**src/pmu_pkg.sv**
```systemverilog
// Constants, field layouts and carriers for the per-pin measurement unit register bank.
// Assumes a two-channel device reached through one serial programming port.
package pmu_pkg;

    // Register offsets as seen in the serial frame address field
    localparam logic [4:0]  PMU_ADDR_CTRL    = 5'h1c;
    localparam logic [4:0]  PMU_ADDR_ALARM   = 5'h1d;
    localparam logic [4:0]  PMU_ADDR_SERIAL  = 5'h1f;

    // Values after reset
    localparam logic [15:0] PMU_CTRL_RESET   = 16'h0000;
    localparam logic [15:0] PMU_ALARM_RESET  = 16'h0085;

    // Writable bits; all others are reserved and read as zero
    localparam logic [15:0] PMU_CTRL_WMASK   = 16'he7ff;
    localparam logic [15:0] PMU_ALARM_WMASK  = 16'h00ed;

    // Serial frame layout, counted in serial clock indexes
    localparam logic [4:0]  PMU_IDX_RW       = 5'd0;
    localparam logic [4:0]  PMU_IDX_CH0      = 5'd1;
    localparam logic [4:0]  PMU_IDX_CH1      = 5'd2;
    localparam logic [4:0]  PMU_IDX_ADDR_HI  = 5'd3;
    localparam logic [4:0]  PMU_IDX_DATA_LO  = 5'd10;
    localparam logic [4:0]  PMU_IDX_LAST     = 5'd25;
    localparam logic [4:0]  PMU_FRAME_BITS   = 5'd26;

    // Thermal threshold table in degrees Celsius, indexed by the 3-bit code
    localparam logic [7:0]  PMU_THR_C0       = 8'd0;
    localparam logic [7:0]  PMU_THR_C1       = 8'd25;
    localparam logic [7:0]  PMU_THR_C2       = 8'd50;
    localparam logic [7:0]  PMU_THR_C3       = 8'd75;
    localparam logic [7:0]  PMU_THR_C4       = 8'd100;
    localparam logic [7:0]  PMU_THR_C5       = 8'd125;
    localparam logic [7:0]  PMU_THR_C6       = 8'd150;
    localparam logic [7:0]  PMU_THR_C7       = 8'd150;

    // Unit control register, one per channel
    typedef struct packed {
        logic [1:0] measure_out_source_select; // Bit 0: 0 unit, 1 temperature sensor
        logic       measure_out_enable;        // 0 leaves the pin high impedance
        logic [1:0] rsvd_12_11;                // Reserved
        logic       voltage_clamp_enable;      // Voltage clamps only
        logic       sense_path_select;         // 0 internal, 1 external
        logic [1:0] unit_input_select;         // 00 gnd, 01 gnd+2.5V, 1x level converter
        logic       measure_type_select;       // 0 voltage, 1 current
        logic       force_type_select;         // 0 voltage, 1 current
        logic [2:0] current_range_select;      // 0xx 2uA .. 111 40mA
        logic       unit_standby;              // 1 standby
        logic       unit_power_enable;         // 1 full power
    } pmu_ctrl_t;

    // Alarm mask register; threshold and thermal mask matter on channel 0 only
    typedef struct packed {
        logic [7:0] rsvd_15_8;
        logic [2:0] thermal_threshold;
        logic       rsvd_4;
        logic       thermal_alarm_mask;        // 0 enables
        logic       clamp_alarm_mask;          // 0 enables
        logic       rsvd_1;
        logic       overvoltage_alarm_mask;    // 0 enables
    } pmu_alarm_t;

    // Serial port pins as seen by the device
    typedef struct packed {
        logic cs_n;
        logic sclk;
        logic sdi;
    } pmu_spi_in_t;

endpackage

```
**src/pmu_alarm_regs.sv**
```systemverilog
// Register bank of a two-channel per-pin measurement unit, with alarm latching and the
// serial programming port that reaches it.
// Assumes serial pins and analog status flags arrive asynchronously to clk_sys.
`timescale 1ns/10ps

// Three-stage synchroniser; the output only moves when stages two and three agree
module pmu_sync3 #(
    parameter int           W    = 1,
    parameter logic [W-1:0] RST  = '0,   // Idle level of each input, so no false edge after reset
    parameter bit           WORD = 1'b0  // 1: the whole word moves at once, never a bit mix
) (
    input  wire logic         clk_sys,
    input  wire logic         reset_n,
    input  wire logic [W-1:0] din,
    output logic      [W-1:0] dout
);
    logic [W-1:0] s1_reg;   // Metastability catcher, read only by s2
    logic [W-1:0] s2_reg;   // Second stage
    logic [W-1:0] s3_reg;   // Third stage

    // Shift chain
    always_ff @(posedge clk_sys or negedge reset_n) begin
        if (!reset_n) begin
            s1_reg <= RST;
            s2_reg <= RST;
            s3_reg <= RST;
        end else begin
            s1_reg <= din;
            s2_reg <= s1_reg;
            s3_reg <= s2_reg;
        end
    end

    // Accept only when the two late stages agree, which filters one-cycle glitches.
    // Word mode waits for every bit, so a changing value is never seen half old, half new;
    // the cost is that a word that never settles is never taken.
    always_ff @(posedge clk_sys or negedge reset_n) begin
        if (!reset_n) begin
            dout <= RST;
        end else begin
            for (int i = 0; i < W; i++) begin
                if (WORD ? (s2_reg == s3_reg) : (s2_reg[i] == s3_reg[i])) begin
                    dout[i] <= s3_reg[i];
                end
            end
        end
    end
endmodule

module pmu_alarm_regs #(
    parameter logic [31:0] SERIAL_CODE = 32'h1234_5678 // Arbitrary value
) (
    input  wire logic                clk_sys,
    input  wire logic                reset_n,
    input  wire pmu_pkg::pmu_spi_in_t spi_in,
    output logic                     sdo_o,
    output logic                     sdo_oe,
    input  wire logic [7:0]          temp_celsius,
    input  wire logic [1:0]          clamp_engaged,
    input  wire logic [1:0]          overvoltage_fault,
    output logic                     alarm_o,
    output logic                     alarm_oe,
    output pmu_pkg::pmu_ctrl_t [1:0] unit_ctrl,
    output logic [1:0]               meas_out_oe,
    output logic [1:0]               meas_out_temp_sel,
    output logic [1:0]               voltage_clamp_on
);
    import pmu_pkg::*;

    pmu_spi_in_t      spi_s;            // Synchronised serial pins
    logic [7:0]       temp_s;           // Synchronised temperature
    logic [1:0]       clamp_s;          // Synchronised clamp flags
    logic [1:0]       ovd_s;            // Synchronised overvoltage flags
    logic             sclk_d_reg;       // Last serial clock level
    logic [4:0]       bit_cnt_reg;      // Rising edges seen in this frame
    logic [25:0]      shift_reg;        // Received bits, first bit ends up on top
    logic [9:0]       hdr_reg;          // Frame header, frozen once index 9 is in
    pmu_ctrl_t  [1:0] ctrl_reg;         // Unit control registers
    pmu_alarm_t [1:0] alarm_reg;        // Alarm mask registers
    logic [1:0]       clamp_lat_reg;    // Latched clamp alarm per channel
    logic [1:0]       ovd_lat_reg;      // Latched overvoltage alarm per channel
    logic             sdo_reg;          // Serial output bit
    logic             sclk_rise;        // Serial clock rising edge, frame open
    logic             sclk_fall;        // Serial clock falling edge, frame open
    logic             commit;           // Last bit of a write frame arrives
    logic [25:0]      frame;            // Whole frame at commit
    logic [1:0]       wr_ctrl;          // Per channel control write
    logic [1:0]       wr_alarm;         // Per channel alarm write
    logic [15:0]      rd_word;          // Word returned on a read
    logic [7:0]       thr_c;            // Selected thermal threshold
    logic             therm_hot;        // Over-temperature and enabled

    // Bring asynchronous pins into the clock domain
    // Serial pins reset to their idle levels: deselected, clock low, data low
    pmu_sync3 #(.W(3), .RST(3'h4)) u_sync_spi (
        .clk_sys (clk_sys),
        .reset_n (reset_n),
        .din     (spi_in),
        .dout    (spi_s)
    );
    // Temperature is a word, so it crosses whole; the fault flags cross bit by bit so a
    // restless temperature can never hold back a fault
    pmu_sync3 #(.W(8), .WORD(1'b1)) u_sync_temp (
        .clk_sys (clk_sys),
        .reset_n (reset_n),
        .din     (temp_celsius),
        .dout    (temp_s)
    );
    pmu_sync3 #(.W(4)) u_sync_flag (
        .clk_sys (clk_sys),
        .reset_n (reset_n),
        .din     ({clamp_engaged, overvoltage_fault}),
        .dout    ({clamp_s, ovd_s})
    );

    assign sclk_rise = !spi_s.cs_n && spi_s.sclk && !sclk_d_reg;
    assign sclk_fall = !spi_s.cs_n && !spi_s.sclk && sclk_d_reg;

    // Whole frame as it stands when its last bit is sampled
    assign frame  = {shift_reg[24:0], spi_s.sdi};
    assign commit = sclk_rise && (bit_cnt_reg == PMU_IDX_LAST) && !frame[25 - PMU_IDX_RW];

    // Write strobes; the header may address both channels at once
    always_comb begin
        for (int c = 0; c < 2; c++) begin
            wr_ctrl[c]  = commit && frame[25 - int'(PMU_IDX_CH0) - c]
                          && (frame[25 - PMU_IDX_ADDR_HI -: 5] == PMU_ADDR_CTRL);
            wr_alarm[c] = commit && frame[25 - int'(PMU_IDX_CH0) - c]
                          && (frame[25 - PMU_IDX_ADDR_HI -: 5] == PMU_ADDR_ALARM);
        end
    end

    // Serial clock edge detect and bit counter; deselect restarts the frame
    always_ff @(posedge clk_sys or negedge reset_n) begin
        if (!reset_n) begin
            sclk_d_reg  <= 1'b0;
            bit_cnt_reg <= 5'd0;
        end else begin
            sclk_d_reg <= spi_s.sclk;
            if (spi_s.cs_n) begin
                bit_cnt_reg <= 5'd0;
            end else if (sclk_rise && bit_cnt_reg != PMU_FRAME_BITS) begin
                // Extra clocks past the frame are ignored
                bit_cnt_reg <= bit_cnt_reg + 5'd1;
            end
        end
    end

    // Receive shifter, most significant bit first
    always_ff @(posedge clk_sys or negedge reset_n) begin
        if (!reset_n) begin
            shift_reg <= '0;
        end else if (sclk_rise && bit_cnt_reg != PMU_FRAME_BITS) begin
            shift_reg <= frame;
        end
    end

    // Header capture; the shifter keeps moving during a read, so the command, channel and
    // address bits are frozen here when the tenth bit arrives and serve the whole data phase
    always_ff @(posedge clk_sys or negedge reset_n) begin
        if (!reset_n) begin
            hdr_reg <= 10'h000;
        end else if (sclk_rise && bit_cnt_reg == PMU_IDX_DATA_LO - 5'd1) begin
            hdr_reg <= frame[9:0];
        end
    end

    // Unit control registers; reserved bits never store
    always_ff @(posedge clk_sys or negedge reset_n) begin
        if (!reset_n) begin
            ctrl_reg <= {PMU_CTRL_RESET, PMU_CTRL_RESET};
        end else begin
            for (int c = 0; c < 2; c++) begin
                if (wr_ctrl[c]) begin
                    ctrl_reg[c] <= frame[15:0] & PMU_CTRL_WMASK;
                end
            end
        end
    end

    // Alarm mask registers
    always_ff @(posedge clk_sys or negedge reset_n) begin
        if (!reset_n) begin
            alarm_reg <= {PMU_ALARM_RESET, PMU_ALARM_RESET};
        end else begin
            for (int c = 0; c < 2; c++) begin
                if (wr_alarm[c]) begin
                    alarm_reg[c] <= frame[15:0] & PMU_ALARM_WMASK;
                end
            end
        end
    end

    // Threshold lookup from channel 0 only; each of the eight codes has a named value
    always_comb begin
        unique case (alarm_reg[0].thermal_threshold)
            3'h0: thr_c = PMU_THR_C0;
            3'h1: thr_c = PMU_THR_C1;
            3'h2: thr_c = PMU_THR_C2;
            3'h3: thr_c = PMU_THR_C3;
            3'h4: thr_c = PMU_THR_C4;
            3'h5: thr_c = PMU_THR_C5;
            3'h6: thr_c = PMU_THR_C6;
            3'h7: thr_c = PMU_THR_C7;
        endcase
    end

    // Thermal alarm is a level: it follows the temperature and is not latched
    assign therm_hot = !alarm_reg[0].thermal_alarm_mask && (temp_s > thr_c);

    // Clamp and overvoltage latches; a write to the channel's alarm register clears them,
    // but a fault present in that same cycle wins so no event is lost
    always_ff @(posedge clk_sys or negedge reset_n) begin
        if (!reset_n) begin
            clamp_lat_reg <= 2'h0;
            ovd_lat_reg   <= 2'h0;
        end else begin
            for (int c = 0; c < 2; c++) begin
                if (clamp_s[c] && !alarm_reg[c].clamp_alarm_mask) begin
                    clamp_lat_reg[c] <= 1'b1;
                end else if (wr_alarm[c]) begin
                    clamp_lat_reg[c] <= 1'b0;
                end
                if (ovd_s[c] && !alarm_reg[c].overvoltage_alarm_mask) begin
                    ovd_lat_reg[c] <= 1'b1;
                end else if (wr_alarm[c]) begin
                    ovd_lat_reg[c] <= 1'b0;
                end
            end
        end
    end

    // Open-drain fault pin: pulled low while any alarm stands
    always_ff @(posedge clk_sys or negedge reset_n) begin
        if (!reset_n) begin
            alarm_oe <= 1'b0;
        end else begin
            alarm_oe <= therm_hot || (|clamp_lat_reg) || (|ovd_lat_reg);
        end
    end
    assign alarm_o = 1'b0; // Constant; only the enable moves

    // Read word; channel 0 answers when both channels are addressed
    always_comb begin
        logic ch;
        ch = !hdr_reg[9 - PMU_IDX_CH0];
        unique case (hdr_reg[9 - PMU_IDX_ADDR_HI -: 5])
            PMU_ADDR_CTRL:   rd_word = ctrl_reg[ch];
            PMU_ADDR_ALARM:  rd_word = alarm_reg[ch];
            PMU_ADDR_SERIAL: rd_word = ch ? SERIAL_CODE[31:16] : SERIAL_CODE[15:0];
            default:         rd_word = 16'h0000;
        endcase
    end

    // Serial output changes on falling edges, MSB first during indexes 10 to 25
    always_ff @(posedge clk_sys or negedge reset_n) begin
        if (!reset_n) begin
            sdo_reg <= 1'b0;
        end else if (spi_s.cs_n) begin
            sdo_reg <= 1'b0;
        end else if (sclk_fall && bit_cnt_reg >= PMU_IDX_DATA_LO && bit_cnt_reg <= PMU_IDX_LAST
                     && hdr_reg[9 - PMU_IDX_RW]) begin
            sdo_reg <= rd_word[4'(PMU_IDX_LAST - bit_cnt_reg)];
        end
    end

    // Serial output drives only inside a frame
    always_ff @(posedge clk_sys or negedge reset_n) begin
        if (!reset_n) begin
            sdo_oe <= 1'b0;
        end else begin
            sdo_oe <= !spi_s.cs_n;
        end
    end
    assign sdo_o = sdo_reg;

    // Registered copies toward the analog unit; measure type sits in bit 6 since the
    // printed position collides with the input select
    always_ff @(posedge clk_sys or negedge reset_n) begin
        if (!reset_n) begin
            unit_ctrl         <= {PMU_CTRL_RESET, PMU_CTRL_RESET};
            meas_out_oe       <= 2'h0;
            meas_out_temp_sel <= 2'h0;
            voltage_clamp_on  <= 2'h0;
        end else begin
            // Mode fields pass straight through
            unit_ctrl <= ctrl_reg;
            for (int c = 0; c < 2; c++) begin
                meas_out_oe[c]       <= ctrl_reg[c].measure_out_enable;
                meas_out_temp_sel[c] <= ctrl_reg[c].measure_out_source_select[0];
                voltage_clamp_on[c]  <= ctrl_reg[c].voltage_clamp_enable;
            end
        end
    end
endmodule

```
**config.mk**
```make
export PLATFORM = sky130hd
export DESIGN_NAME = pmu_alarm_regs
export DESIGN_NICKNAME = d
export VERILOG_FILES = /design/src/pmu_pkg.sv /design/src/pmu_alarm_regs.sv
export SDC_FILE = /design/constraint.sdc
export NUM_CORES = 1
export LEC_CHECK = 0
export ABC_AREA = 1
export BUFFER_PORTS_ARGS = -buffer_cell sky130_fd_sc_hd__buf_2
export CORE_AREA = 2 2 141 143
export DETAILED_ROUTE_END_ITERATION = 8
export DIE_AREA = 0 0 143 145
export GPL_TIMING_DRIVEN = 0
export SLEW_MARGIN = 25
export SYNTH_ARGS = -nofsm -noshare
export SYNTH_HDL_FRONTEND = slang
export SYNTH_HIERARCHICAL = 1
export SYNTH_SLANG_ARGS = --single-unit
```
**constraint.sdc**
```tcl
create_clock -name clk_sys -period 2.1 [get_ports clk_sys]
set_input_delay 0.42 -clock clk_sys [delete_from_list [all_inputs] [get_ports clk_sys]]
set_output_delay 0.42 -clock clk_sys [all_outputs]
set_load 0.01 [all_outputs]
```
==> metrics.yaml <==
ir_worst_vdd_v: 0.0004941
cts_root_buffer: "clkbuf_16"
place.gp.congestion: 0.9122
area_growth_pct: 18.93
drv_slew: 0
globalRouteOverflowTotal: 0
hold_viol: 0
worstReg2RegStart: "alarm_reg[6]$_DFFE_PN0P_"
largest_register_ffs: 28
htreeDepth: 4
holdWs_ns: 0.08908
ys_warn_count: 6
leakage_nw: 4.053
rsz0062_at_grt: "true"
grt_use_total: 0.1436
start_util: 0.3619
ant_nets: 0
clkTransAtPathRegs_ns: 0.07
avgViaCountPerCell: 4.499
grt_pass1_wl_mm: 23.49
worst_setup_path_end_kind: "flop"
cp.arrival_ns: 2.23
die_x_um: 143
final_core_util: 0.4305
cts_buffers: 17
drc: 0
required_ns: 2.37
synth_area_leaders: "dfrtp_1 59%, nand2_1 12%, dfstp_2 3.8%"
synthFlopType: "dfrtp_1"
yosysSeqAreaShare: 0.6246
netlist_instances: 697
cts_sinks: 173
mostFrequentLayoutCell: "nand2_1"
firstDrtPassIters: 5
grt_pass1_vias: 4618
synth-edff-count: 0
core_mm2: 0.01921
netlist_area_mm2: 0.006952
min_from: "spi_in[2]"
drive_gt1_frac: 0.2137
finalNonFillerCells: 1056
die_h_um: 145
skew_ns: 0.009202
dp_hpwl_mm: 9.506
die_area_mm2: 0.02074
nets: 813
yosys.cell_types.count: 33
critical_path_class: "reg -> reg"
finalSetupViolations: 0
synthArstFlopShare: 1.000
mostFrequentLayoutCells: "219 x nand2_1, 161 x dfrtp_1, 58 x buf_2"
power_density_mw_per_mm2: 875.7
port_buffers: 53
final.setup.tns_ns: 0
finalCriticalPeriod_ns: 1.962
startpoint_type: "flop"
synth_largest_area_cell: "dfrtp_1"
synth-seq-cells: 173
outcome: "finished, final reports clean"
grt_max_degree: 94
wire_per_inst_um: 13.05
synth_top_cell_area_share: 0.5868
cp-startpoint: "alarm_reg[6]$_DFFE_PN0P_"
hold_path.class: "in -> reg"
clock_path_buffers: 2
reg2regPathDepth: 10
slew_headroom: 0.5738
rows: 51
drtIter0Drc: 337
routed_wl_mm: 13.78
insertedDiodeCount: 0
tritoncts: "yes"
critPathMaxFanout: 5
post-place-cells: 1020
syn_area_per_cell_um2: 9.974
min_path_cells: 1
timing.final.crit_share: 0.9343
max_freq_mhz: 509.7
max_slew.worst_pin.slew_ns: 0.6393
io_pins: 59
vias: 4751
clk_latency_ns: 0.42
antenna_found_initial: 0
cap_viol_max_count: 0
==> stage by stage <==
stage                     instance area (um^2)  setup WS [ns]  total power, mW
after CTS                                 8219        0.01663            7.309
after detailed placement                  7601        -0.3198            4.279
after floorplan                           6967         0.2020            4.007
after global routing                      8268       -0.04361            7.579
final                                     8268         0.1380            7.240
after global placement                    7564         -2.089            4.254
==> cell usage after synthesis, types with 2 or more instances <==
master / instances
nand2_2: 2
nand4_1: 2
nand3_2: 3
nor2_1: 26
dfrtp_1: 163
buf_2: 7
nor2_2: 3
o21ai_2: 17
nand3_1: 41
nand2_1: 219
buf_6: 7
buf_4: 12
inv_1: 55
inv_2: 4
o21ai_1: 24
ha_1: 18
a22o_1: 2
o21ai_0: 46
nor4_1: 2
xnor2_1: 5
clkbuf_1: 4
a21oi_1: 15
dfstp_2: 10
==> per-layer routing <==
layer | track usage | vias up | routed length (um)
li1 | - | 2387 | -
met1 | 0.2012 | 2247 | 6589
met2 | 0.2139 | 98 | 6393
met3 | 0.03234 | 19 | 492
met4 | 0.06089 | 0 | 306
met5 | 0 | - | 0
==> area by class of cell <==
class	count	area [um^2]
plain buffers	29	219.0
clock buffers	21	460.4
multi-input cells	438	2237
clock inverters	11	106.4
flip-flops and latches	173	4344
well taps	265	331.6
repair buffers	59	342.8
fillers	1829	10940
inverters	60	226.5
==> power breakdown <==
group / internal, mW / leakage (nW) / total (mW) / switching, mW
clock: 1.71 / 0.271 / 3.00 / 1.30
combinational: 0.177 / 1.55 / 0.631 / 0.454
sequential: 3.50 / 2.23 / 3.60 / 0.106
total: 5.38 / 4.05 / 7.24 / 1.86
==> critical path, cell delays in order (launching register included) <==
cell and delay (ns):
dfrtp_2 0.42, buf_4 0.16, ha_1 0.17, o21ai_1 0.13
ha_1 0.25, nand2_1 0.07, inv_1 0.06, a221oi_2 0.22
o21ai_1 0.09, o21ai_1 0.12, o21ai_1 0.12
==> timing repair <==
action,CTS,global route
endpoints found under the hold margin,1,0
resized for setup,11,11
cloned,0,0
endpoints found under the setup margin,64,34
pin swaps,2,2
hold buffers,1,0
buffers inserted,2,2
==> final timing paths <==
kind,endpoint,slack [ns]
hold / removal,u_sync_spi/s1_reg[2]$_DFF_PN1_,0.09
setup reg to reg,alarm_oe$_DFF_PN0_,0.14
setup / recovery,alarm_oe$_DFF_PN0_,0.14
min in group asynchronous,u_sync_temp/s1_reg[4]$_DFF_PN0_,0.54
max in group asynchronous,alarm_reg[23]$_DFFE_PN1P_,0.71
hold reg to reg,u_sync_temp/s2_reg[5]$_DFF_PN0_,0.35
==> cells by family after synthesis <==
| logic type | synth area share |
|---|---|
| adder cells (fa/ha/maj) | 0.03240 |
| AO/OA/AOI/OAI | 0.09071 |
| flip-flops | 0.6245 |
| XOR/XNOR | 0.006299 |
| buffers and inverters | 0.06389 |
| AND/OR/NAND/NOR | 0.1816 |
| other | 0.0005394 |
No activity file was read; power rests on OpenSTA's default activity.
